[src/upir_params.svh]
`ifndef UPIR_PARAMS_SVH
`define UPIR_PARAMS_SVH

`define UPIR_ADDR_RISE_WR 6'h0D
`define UPIR_ADDR_RISE_SET 6'h0E
`define UPIR_ADDR_RISE_CLR 6'h0F
`define UPIR_ADDR_FALL_WR 6'h10
`define UPIR_ADDR_FALL_SET 6'h11
`define UPIR_ADDR_FALL_CLR 6'h12
`define UPIR_ADDR_STATUS 6'h13
`define UPIR_ADDR_LATCH 6'h14
`define UPIR_ADDR_DEBUG 6'h15
`define UPIR_ADDR_SPARE_WR 6'h16
`define UPIR_ADDR_SPARE_SET 6'h17
`define UPIR_ADDR_SPARE_CLR 6'h18

`define UPIR_BIT_HOST_DISC 0
`define UPIR_BIT_VBUS_VALID 1
`define UPIR_BIT_SESS_VALID 2
`define UPIR_BIT_SESS_END 3
`define UPIR_BIT_ID_GND 4

`define UPIR_RISE_RESET 5'h1F
`define UPIR_FALL_RESET 5'h1F
`define UPIR_SPARE_RESET 8'h00

`endif

[src/upir_pkg.sv]
package upir_pkg;

  typedef struct packed {
    logic host_disc;
    logic id_gnd;
    logic sess_end;
    logic sess_valid;
    logic vbus_valid;
    logic [1:0] line_state;
  } upir_line_t;

  typedef struct packed {
    logic rd;
    logic wr;
    logic [5:0] addr;
    logic [7:0] wdata;
  } upir_req_t;

  typedef enum logic [1:0] {
    UPIR_OP_WRITE = 2'b00,
    UPIR_OP_SET = 2'b01,
    UPIR_OP_CLEAR = 2'b10,
    UPIR_OP_NONE = 2'b11
  } upir_op_t;

  // Three-address register write, set or clear
  function automatic logic [7:0] upir_apply(input logic [7:0] cur, input logic [7:0] wd,
                                             input upir_op_t op);
    logic [7:0] res;
    res = cur;
    unique case (op)
      UPIR_OP_WRITE: res = wd;
      UPIR_OP_SET: res = cur | wd;
      UPIR_OP_CLEAR: res = cur & ~wd;
      UPIR_OP_NONE: res = cur;
    endcase
    return res;
  endfunction : upir_apply

endpackage : upir_pkg

[src/upir_edge_detect.sv]
`timescale 1ns/1ns
`default_nettype none
module upir_edge_detect (
  // Clock and reset
  input wire logic core_clk,
  input wire logic rst_b,
  // Signals
  input wire logic [4:0] sig,
  input wire logic [4:0] rise_en,
  input wire logic [4:0] fall_en,
  // Events
  output logic [4:0] event_hit
);
  typedef struct packed {
    logic [4:0] prev;
  } upir_ed_state_t;

  upir_ed_state_t state;
  upir_ed_state_t next_state;

  always_comb begin
    next_state = state;
    next_state.prev = sig; // RL16
  end

  always_ff @(posedge core_clk or negedge rst_b) begin
    if (!rst_b) begin
      state <= '0;
    end else begin
      state <= next_state;
    end
  end

  assign event_hit = (sig & ~state.prev & rise_en) | (~sig & state.prev & fall_en); // RL16
endmodule : upir_edge_detect
`default_nettype wire

[src/upir_reg3.sv]
`timescale 1ns/1ns
`default_nettype none
module upir_reg3 #(
  parameter logic [5:0] BASE = 6'h00,
  parameter logic [7:0] RST_VAL = 8'h00,
  parameter logic [7:0] MASK = 8'hFF
) (
  // Clock and reset
  input wire logic core_clk,
  input wire logic rst_b,
  // Access
  input wire logic wr,
  input wire logic [5:0] addr,
  input wire logic [7:0] wdata,
  // Value
  output logic [7:0] value
);
  import upir_pkg::*;

  typedef struct packed {
    logic [7:0] value;
  } upir_r3_state_t;

  upir_r3_state_t state;
  upir_r3_state_t next_state;
  upir_op_t op;

  always_comb begin
    op = UPIR_OP_NONE;
    if (wr && addr == BASE) begin
      op = UPIR_OP_WRITE;
    end else if (wr && addr == 6'(BASE + 6'h01)) begin
      op = UPIR_OP_SET;
    end else if (wr && addr == 6'(BASE + 6'h02)) begin
      op = UPIR_OP_CLEAR;
    end
    next_state = state;
    next_state.value = upir_apply(state.value, wdata, op) & MASK; // RL15
  end

  always_ff @(posedge core_clk or negedge rst_b) begin
    if (!rst_b) begin
      state.value <= RST_VAL;
    end else begin
      state <= next_state;
    end
  end

  assign value = state.value;
endmodule : upir_reg3
`default_nettype wire

[src/usb_phy_interrupt_regs.sv]
`timescale 1ns/1ns
`default_nettype none
`include "upir_params.svh"
//
// Function
// RL1 - Rising enable: read 0x0D-0x0F; write 0x0D, set 0x0E, clear 0x0F.
// RL2 - Falling enable: read 0x10-0x12; write 0x10, set 0x11, clear 0x12.
// RL3 - Rising bits 0-4 per signal, reset one, enable low-to-high events; 7:5 zero.
// RL4 - Falling bits 0-4 per signal, reset one, enable high-to-low events; 7:5 zero.
// RL5 - Host-disconnect enable, status and latch act only in host mode.
// RL6 - Status at 0x13 shows live values of five signals; bits 7:5 zero.
// RL7 - VbusValid status reads zero when both its edge enables are set.
// RL8 - SessEnd status reads zero when both its edge enables are set.
// RL9 - SessValid status always shows live comparator output.
// RL10 - Zero status only right after reset; reads sample current state.
// RL11 - Latch at 0x14 sets bit per unmasked edge; resets zero; 7:5 zero.
// RL12 - Reading latch returns contents then clears it; read-only.
// RL13 - Debug at 0x15 shows LineState in 1:0; 7:2 zero; resets zero.
// RL14 - Scratch byte at 0x16-0x18, write/set/clear, reset zero, no side effect.
// RL15 - Set address ORs data in; clear address clears bits written as one.
// RL16 - Edges found by comparing with previous sample; enabled direction sets latch.
module usb_phy_interrupt_regs (
  // Clock and reset
  input wire logic core_clk,
  input wire logic rst_b,
  // Register access from the link
  input wire upir_pkg::upir_req_t req,
  output logic [7:0] rdata,
  // Transceiver status
  input wire upir_pkg::upir_line_t line,
  input wire logic host_mode,
  // Event pending indication
  output logic event_pending
);
  import upir_pkg::*;

  typedef struct packed {
    logic [4:0] latch;
    logic [4:0] status;
    logic [1:0] line_state;
    logic [7:0] rdata;
  } upir_state_t;

  upir_state_t state;
  upir_state_t next_state;
  logic [7:0] rise_q;
  logic [7:0] fall_q;
  logic [7:0] spare_q;
  logic [4:0] live;
  logic [4:0] rise_eff;
  logic [4:0] fall_eff;
  logic [4:0] event_hit;
  logic [4:0] status_view;
  logic latch_read;

  upir_reg3 #(
    .BASE(`UPIR_ADDR_RISE_WR),
    .RST_VAL({3'h0, `UPIR_RISE_RESET}),
    .MASK(8'h1F)
  ) u_rise (
    .core_clk(core_clk),
    .rst_b(rst_b),
    .wr(req.wr),
    .addr(req.addr),
    .wdata(req.wdata),
    .value(rise_q)
  ); // RL1 RL3

  upir_reg3 #(
    .BASE(`UPIR_ADDR_FALL_WR),
    .RST_VAL({3'h0, `UPIR_FALL_RESET}),
    .MASK(8'h1F)
  ) u_fall (
    .core_clk(core_clk),
    .rst_b(rst_b),
    .wr(req.wr),
    .addr(req.addr),
    .wdata(req.wdata),
    .value(fall_q)
  ); // RL2 RL4

  upir_reg3 #(
    .BASE(`UPIR_ADDR_SPARE_WR),
    .RST_VAL(`UPIR_SPARE_RESET),
    .MASK(8'hFF)
  ) u_spare (
    .core_clk(core_clk),
    .rst_b(rst_b),
    .wr(req.wr),
    .addr(req.addr),
    .wdata(req.wdata),
    .value(spare_q)
  ); // RL14

  assign live = {line.id_gnd, line.sess_end, line.sess_valid, line.vbus_valid,
                 line.host_disc & host_mode}; // RL5

  // Host-disconnect enables are gated so stray device-mode edges never latch
  always_comb begin
    rise_eff = rise_q[4:0];
    fall_eff = fall_q[4:0];
    rise_eff[`UPIR_BIT_HOST_DISC] = rise_q[`UPIR_BIT_HOST_DISC] & host_mode; // RL5
    fall_eff[`UPIR_BIT_HOST_DISC] = fall_q[`UPIR_BIT_HOST_DISC] & host_mode; // RL5
  end

  upir_edge_detect u_edge (
    .core_clk(core_clk),
    .rst_b(rst_b),
    .sig(live),
    .rise_en(rise_eff),
    .fall_en(fall_eff),
    .event_hit(event_hit)
  ); // RL16

  always_comb begin
    status_view = state.status; // RL6 RL9
    if (rise_q[`UPIR_BIT_VBUS_VALID] && fall_q[`UPIR_BIT_VBUS_VALID]) begin
      status_view[`UPIR_BIT_VBUS_VALID] = 1'b0; // RL7
    end
    if (rise_q[`UPIR_BIT_SESS_END] && fall_q[`UPIR_BIT_SESS_END]) begin
      status_view[`UPIR_BIT_SESS_END] = 1'b0; // RL8
    end
  end

  assign latch_read = req.rd && req.addr == `UPIR_ADDR_LATCH;

  always_comb begin
    next_state = state;
    // Status follows the lines every cycle; zero holds only until first sample
    next_state.status = live; // RL6 RL10
    next_state.line_state = line.line_state; // RL13
    // New events win over the read clear so none are lost
    if (latch_read) begin
      next_state.latch = event_hit; // RL12
    end else begin
      next_state.latch = state.latch | event_hit; // RL11
    end
    next_state.rdata = 8'h00;
    if (req.rd) begin
      unique case (req.addr)
        `UPIR_ADDR_RISE_WR, `UPIR_ADDR_RISE_SET, `UPIR_ADDR_RISE_CLR: begin
          next_state.rdata = rise_q; // RL1
        end
        `UPIR_ADDR_FALL_WR, `UPIR_ADDR_FALL_SET, `UPIR_ADDR_FALL_CLR: begin
          next_state.rdata = fall_q; // RL2
        end
        `UPIR_ADDR_STATUS: begin
          next_state.rdata = {3'h0, status_view}; // RL6
        end
        `UPIR_ADDR_LATCH: begin
          next_state.rdata = {3'h0, state.latch}; // RL12
        end
        `UPIR_ADDR_DEBUG: begin
          next_state.rdata = {6'h00, state.line_state}; // RL13
        end
        `UPIR_ADDR_SPARE_WR, `UPIR_ADDR_SPARE_SET, `UPIR_ADDR_SPARE_CLR: begin
          next_state.rdata = spare_q; // RL14
        end
        default: begin
          next_state.rdata = 8'h00;
        end
      endcase
    end else begin
      next_state.rdata = state.rdata;
    end
  end

  always_ff @(posedge core_clk or negedge rst_b) begin
    if (!rst_b) begin
      state <= '0;
    end else begin
      state <= next_state;
    end
  end

  assign rdata = state.rdata;
  assign event_pending = |state.latch;
endmodule : usb_phy_interrupt_regs
`default_nettype wire

[config.mk]
export PLATFORM = sky130hd
export DESIGN_NAME = usb_phy_interrupt_regs
export DESIGN_NICKNAME = d
export VERILOG_FILES = /design/src/upir_pkg.sv /design/src/upir_edge_detect.sv /design/src/upir_reg3.sv /design/src/usb_phy_interrupt_regs.sv
export VERILOG_INCLUDE_DIRS = /design/src
export SDC_FILE = /design/constraint.sdc
export NUM_CORES = 1
export LEC_CHECK = 0
export ABC_AREA = 0
export BUFFER_PORTS_ARGS = -buffer_cell sky130_fd_sc_hd__buf_2
export CORE_ASPECT_RATIO = 1.75
export CORE_MARGIN = 10
export CORE_UTILIZATION = 58
export CTS_CLUSTER_DIAMETER = 50
export DETAILED_ROUTE_END_ITERATION = 7
export HOLD_SLACK_MARGIN = 0.02
export PLACE_DENSITY_LB_ADDON = 0.3
export SETUP_SLACK_MARGIN = 0.4
export SYNTH_ARGS = -nofsm -noshare
export SYNTH_HDL_FRONTEND = slang
export SYNTH_HIERARCHICAL = 1
export SYNTH_SLANG_ARGS = --single-unit
export TNS_END_PERCENT = 50
[constraint.sdc]
create_clock -name core_clk -period 1.35 [get_ports core_clk]
set_input_delay 0.135 -clock core_clk [delete_from_list [all_inputs] [get_ports core_clk]]
set_output_delay 0.135 -clock core_clk [all_outputs]
set_load 0.02 [all_outputs]
# ---- Word level (Yosys, flattened, before mapping)
# Cells that the tools add are included.
dict set report word_totals {
  input_bits 26
  regBits 38
  out_inout_bits 9
  elab_cells 81
}
dict set report classes {
  n_eq_ne 21
  bitwise_logic 18
  mux 16
  reduce_logical 19
}
# op count
set op_table {}
lappend op_table {{6-bit by 5-bit equality test with 1-bit output, second input constant} 9}
lappend op_table {{8-bit case mux with 6 select lines} 1}
lappend op_table {{5-bit case mux with 4 select lines} 2}
lappend op_table {{5-bit AND} 6}
lappend op_table {{8-bit case mux with 3 select lines} 1}
lappend op_table {{5-bit bitwise OR} 4}
lappend op_table {{6-bit by 4-bit equality test with 1-bit output, second input constant} 3}
lappend op_table {{2-bit equality test, second input constant} 6}
lappend op_table {{1-bit logical AND} 12}
lappend op_table {{2-bit two-way mux} 6}
lappend op_table {{5-bit inverter} 2}
lappend op_table {{3-bit OR reduction} 3}
lappend op_table {{8-bit AND} 1}
lappend op_table {{8-bit inverter} 1}
lappend op_table {{8-bit bitwise OR} 1}
lappend op_table {{2-bit by 1-bit equality test with 1-bit output, second input constant} 3}
lappend op_table {{2-bit zero test} 3}
lappend op_table {{1-bit two-way mux} 5}
lappend op_table {{5-bit two-way mux} 1}
lappend op_table {{5-bit OR reduction} 1}
lappend op_table {{1-bit AND} 3}

# ---- Depth between registers and ports, before layout
dict set report depth {
  ltp_word 7
  depth_mapped 9
  mapped_depth_nobuf 7
}

# ---- Modules after synthesis
# The synthesis kept the hierarchy.
# module seq_area_each_um2 area_each_um2 instances cells_each
set by_module_without_submodules {}
lappend by_module_without_submodules {usb_phy_interrupt_regs 500.5 1168.6 1 113}
lappend by_module_without_submodules {{upir_reg3 at u_spare} 200.2 548.0 1 56}
lappend by_module_without_submodules {{upir_reg3 at u_rise} 131.4 382.9 1 41}
lappend by_module_without_submodules {{upir_reg3 at u_fall} 131.4 372.9 1 41}
lappend by_module_without_submodules {upir_edge_detect 125.1 225.2 1 20}

# ---- Least setup slack after synthesis
# OpenSTA, ideal clock, no wires.
dict set report synth_path {
  path_type {input to register}
  start {input port req[11] (netlist name)}
  end {register, netlist name u_spare/value[0]}
  required_time_ns 1.273
  slack_ns -0.241
  n_path_buf 2
  t_arrival_ns 1.514
  path_stages 8
  setup_time_ns 0.077
  cell_sequence {nand3b_1 a211o_1 ha_1 buf_6 nor2b_4 buf_6 o2bb2ai_1 a21oi_1}
}
dict set report synth_between {
  elab_chain_len 7
  elab_cells_between_ends 14
  cone_classes {eq/ne: 6; mux: 4; reduce/logical: 4}
}
# item line_no
set synth_lines {}
lappend synth_lines {{start, declared} usb_phy_interrupt_regs.sv:27} ;# input wire upir_pkg::upir_req_t req,
lappend synth_lines {{6-bit by 5-bit equality test with 1-bit output} upir_reg3.sv:34} ;# end else if (wr && addr == 6'(BASE + 6'h02)) begin
lappend synth_lines {{1-bit logical AND} upir_reg3.sv:34}
lappend synth_lines {{1-bit two-way mux} upir_reg3.sv:34}
lappend synth_lines {{2-bit two-way mux} upir_reg3.sv:32} ;# end else if (wr && addr == 6'(BASE + 6'h01)) begin
lappend synth_lines {{2-bit two-way mux *} upir_reg3.sv:30} ;# if (wr && addr == BASE) begin
lappend synth_lines {{2-bit equality test, or another cell as far along} upir_pkg.sv:31} ;# unique case (op)
lappend synth_lines {{8-bit case mux with 3 select lines} upir_pkg.sv:31}
# Mark *: on every way between the ends. The rest lies on a longest branch, timed or not.
# A chain may end at the register's enable or synchronous reset.

# ---- Worst setup path in the final report
dict set report layout_path {
  start {input port req[13] (netlist name)}
  end {register, netlist name u_fall/value[3]}
}
dict set report layout_between {
  elab_chain_len 7
  elab_cells_between_ends 14
  cone_classes {eq/ne: 6; mux: 4; reduce/logical: 4}
}
# item line_no
set layout_lines {}
lappend layout_lines {{6-bit by 5-bit equality test with 1-bit output} upir_reg3.sv:34}
lappend layout_lines {{1-bit logical AND} upir_reg3.sv:34}
lappend layout_lines {{1-bit two-way mux} upir_reg3.sv:34}
lappend layout_lines {{2-bit two-way mux} upir_reg3.sv:32}
lappend layout_lines {{2-bit two-way mux *} upir_reg3.sv:30}
lappend layout_lines {{2-bit equality test, or another cell as far along} upir_pkg.sv:31}
lappend layout_lines {{5-bit case mux with 4 select lines} upir_pkg.sv:31}
# Marks and branches as above.

==> impl_results.md <==
- Finish-stage setup viols: 13
- Yosys warnings: 6
- Synth-to-layout area growth: 40.07%
- Status: finished with violations
- Min-delay src: req[5]
- Fin. max-slew vios: 0
- ANT cells: 0
- # DRC: 0
- Share of the synthesized area in the top cell type: 30.61%
- Ys async rst share: 100.0%
- Layout cell share with drive strength beyond 1: 46.53%
- Seq cells post-synth: 43
- Post-Synthesis Cells: 271
- Crit. End Element: flop
- Reg2Reg Depth: 3
- CTS Buf Count: 5
- Row count: 32
- Reg-to-reg startpoint: u_fall/value[4]$_DFFE_PN1P_
- Ys flop type: dfrtp_1
- Core region area: 0.004444 sq mm
- Die W: 71.56 um
- Crit path from: req[13]
- Internal: 0.002299 W
- Mapped Area: 0.002698 sq mm
- Post-synth EDFFs: 0
- Final WL: 8312 um
- CP required: 1.57 ns
- # port buffers: 34
- Critical Path Slowest Stage Cell: or4_4
- Reg2reg setup slack: 0.16 ns
- Failing checks: negative setup slack
- Sequential Power Share: 52.4%
- WP depth: 7
- Gr ovfl total: 0
- CTS root buffer: clkbuf_8
- First-pass GRT wire length: 11,880 um
- Post-layout util: 85.02%
- FMAX: 677.4 MHz
- Die area: 0.007887 sq mm
- Vias per inst: 6.264
- Initial antenna violation count: 0
- Clock-pin slew on the worst setup and hold paths: 0.08 ns
- Area post-placement: 0.003073 sq mm
- Number of global-route vias before repair: 2,528
- Yosys top cell by area: dfrtp_1
- Hold Violations, Final: 0
- GPL Wtd Cong: 0.8379
- Worst Slack Setup Final: -0.1262 ns
- CP top delay family: simple AND/OR/NAND/NOR gates
- Wire per inst: 20.94 um
- RSZ-0062 raised after global routing: true
- Reg2reg end: rdata[4]$_DFFE_PN0P_
- CTS tree: yes
- DRT iter0 DRCs: 261
- # nets final: 380
- Synth area leaders: dfrtp_1 31%, dfstp_2 9.7%, a21oi_1 5.6%, o2bb2ai_1 4.9%, nand2_1 4.7%
- Final HPWL DP: 5163 um
- Largest net degree at the start of global routing: 44
- Gate power share: 23.8%
- CP max FO: 5
- Power Density: 899.0 mW/mm^2
- Max-cap viol count: 0
- Worst path cell trace: buf_8 > or4_4 > nor2_4 > ha_2 > and2b_2 > o2bb2ai_1 > a21oi_1
- Worst vdd ir: 0.6918 mV
- Total GRT Usage: 18.78%
- Final hold slack: 0.1453 ns
- Die Y: 110.2 um
- # clock sinks: 43
- Worst Hold Depth: 3
- Clk_lat worst skew: 0.29 ns
- Worst hold path class: primary input to flop
- Most frequent cells in the layout: 33 x dfrtp_1, 30 x buf_4, 25 x nand2_1, 25 x a21oi_1, 19 x buf_2
- Startpoint types: primary input
- Fin crit period: 1.476 ns
- Number of library cell types mapped by synthesis: 53
- P_leak: 1.504 nW
- NetSw: 0.001098 W
- Mean Syn Cell Area: 9.954 sq um
- Sw Ratio: 32.32%
- H-Tree Depth: 2
- Clock share of power: 23.8%
- Starting Density: 60.70%
- Skew final: 0.006633 ns
- I/O pin cnt: 35
- Arrival @ worst endpoint: 1.69 ns
- Antenna Nets Post-Route: 0
- Via count: 2,487
- Final instance area: 0.003779 sq mm
- Pre-antenna DRT Iters: 5
- Commonest non-fill, non-tap cell in the layout: dfrtp_1
- Slowest cell delay on critical path: 0.55 ns
- Period utilization: 109.3%
- CP Class: primary input to flop
- Worst path buffer plus inverter count: 1
- Crit path to: u_fall/value[3]$_DFFE_PN1P_
- Maximum root-to-sink buffer count: 2
- Seq/Total Area, Yosys: 40.35%
[cells by family (layout without fill, tap and decap cells)]
| logic type | after synthesis | count (layout) | synth area share, % |
|---|---|---|---|
| adders and majority gates | 9 | 9 | 4.174 |
| buffers and inverters | 29 | 100 | 7.282 |
| DFF | 43 | 43 | 40.35 |
| other | 2 | 6 | 0.2784 |
| and+or+nand+nor | 96 | 96 | 21.10 |
| muxes | 2 | 2 | 0.8348 |
| xor gates and xnor gates | 1 | 1 | 0.3247 |
| AOI/OAI and AO/OA | 89 | 89 | 25.65 |
[metrics by stage]
stage          total power [W]  cells  TNS (ns)  setup WS [ns]
2_1_floorplan         0.002074    275    -2.011        -0.1877
3_3_place_gp          0.002328    370    -6.791        -0.2912
3_5_place_dp          0.002364    370    -7.946        -0.3798
4_1_cts               0.003267    393   -0.1569       -0.02469
5_1_grt               0.003523    397    -1.054        -0.1337
6_report              0.003397    397   -0.6308        -0.1262
[power groups by stage]
stage / clock network [W] / logic (W) / registers (W)
final: 0.000807 / 0.000809 / 0.00178
after global routing: 0.000863 / 0.000864 / 0.00180
after CTS: 0.000820 / 0.000701 / 0.00175
after detailed placement: 0 / 0.000604 / 0.00176
after global placement: 0 / 0.000575 / 0.00175
after floorplan: 0 / 0.000394 / 0.00168
[worst min-delay path by stage]
stage	slack (ns)	to
floorplan	-0.16	rdata[0]$_DFFE_PN0P_
global placement	0.12	u_edge/state[0]$_DFF_PN0_
detailed placement	0.13	u_edge/state[0]$_DFF_PN0_
CTS	0.12	state[10]$_DFF_PN0_
global route	0.15	u_spare/value[5]$_DFFE_PN0P_
finish	0.15	u_spare/value[5]$_DFFE_PN0P_
[worst register-to-register path: stages, from the launching register on]
cell and delay (ns):
dfstp_2 0.39, mux2_4 0.26, a222oi_1 0.30, a22oi_1 0.11
[synthesized netlist by cell type (3+ instances only)]
| cell type | instances |
|---|---|
| nor2b_1 | 3 |
| o2bb2ai_1 | 15 |
| and2_1 | 5 |
| or2b_1 | 7 |
| buf_4 | 15 |
| inv_1 | 8 |
| o2111ai_1 | 3 |
| dfstp_2 | 10 |
| nand2b_1 | 11 |
| buf_6 | 4 |
| a222oi_1 | 4 |
| dfrtp_1 | 33 |
| a21oi_1 | 30 |
| a21o_1 | 6 |
| nand3b_1 | 10 |
| nor2_1 | 9 |
| a22oi_1 | 7 |
| nand2_1 | 34 |
| ha_1 | 9 |
| a221oi_1 | 3 |
| o21ai_2 | 5 |
[registers in the layout, summed over array words and instances (netlist names)]
register / flops
u_fall/value: 5
u_rise/value: 5
u_edge/state: 5
rdata: 8
u_spare/value: 8
state: 12
[cell type report]
class | count | area, sq um
Clock buffer | 6 | 72.57
Clock inverter | 2 | 12.51
Fill cell | 231 | 665.6
Inverter | 8 | 33.78
Multi-Input combinational cell | 203 | 1752
Sequential cell | 43 | 1089
Tap cell | 51 | 63.81
Timing Repair Buffer | 84 | 755.7
[repair_timing]
action,4_1_cts,5_1_grt
hold endpoints to repair,43,0
hold buffers,7,0
pin swaps,49,44
buffers inserted,8,4
endpoints found under the setup margin,40,40
resized for setup,52,45
[layer usage]
metal,vias up,GRT usage (%),routed length (um)
li1,1128,-,-
met1,1230,18.85,2897
met2,100,36.39,4705
met3,29,3.491,377
met4,0,7.639,331
met5,-,0,0
(Power assumes the default switching activity.)
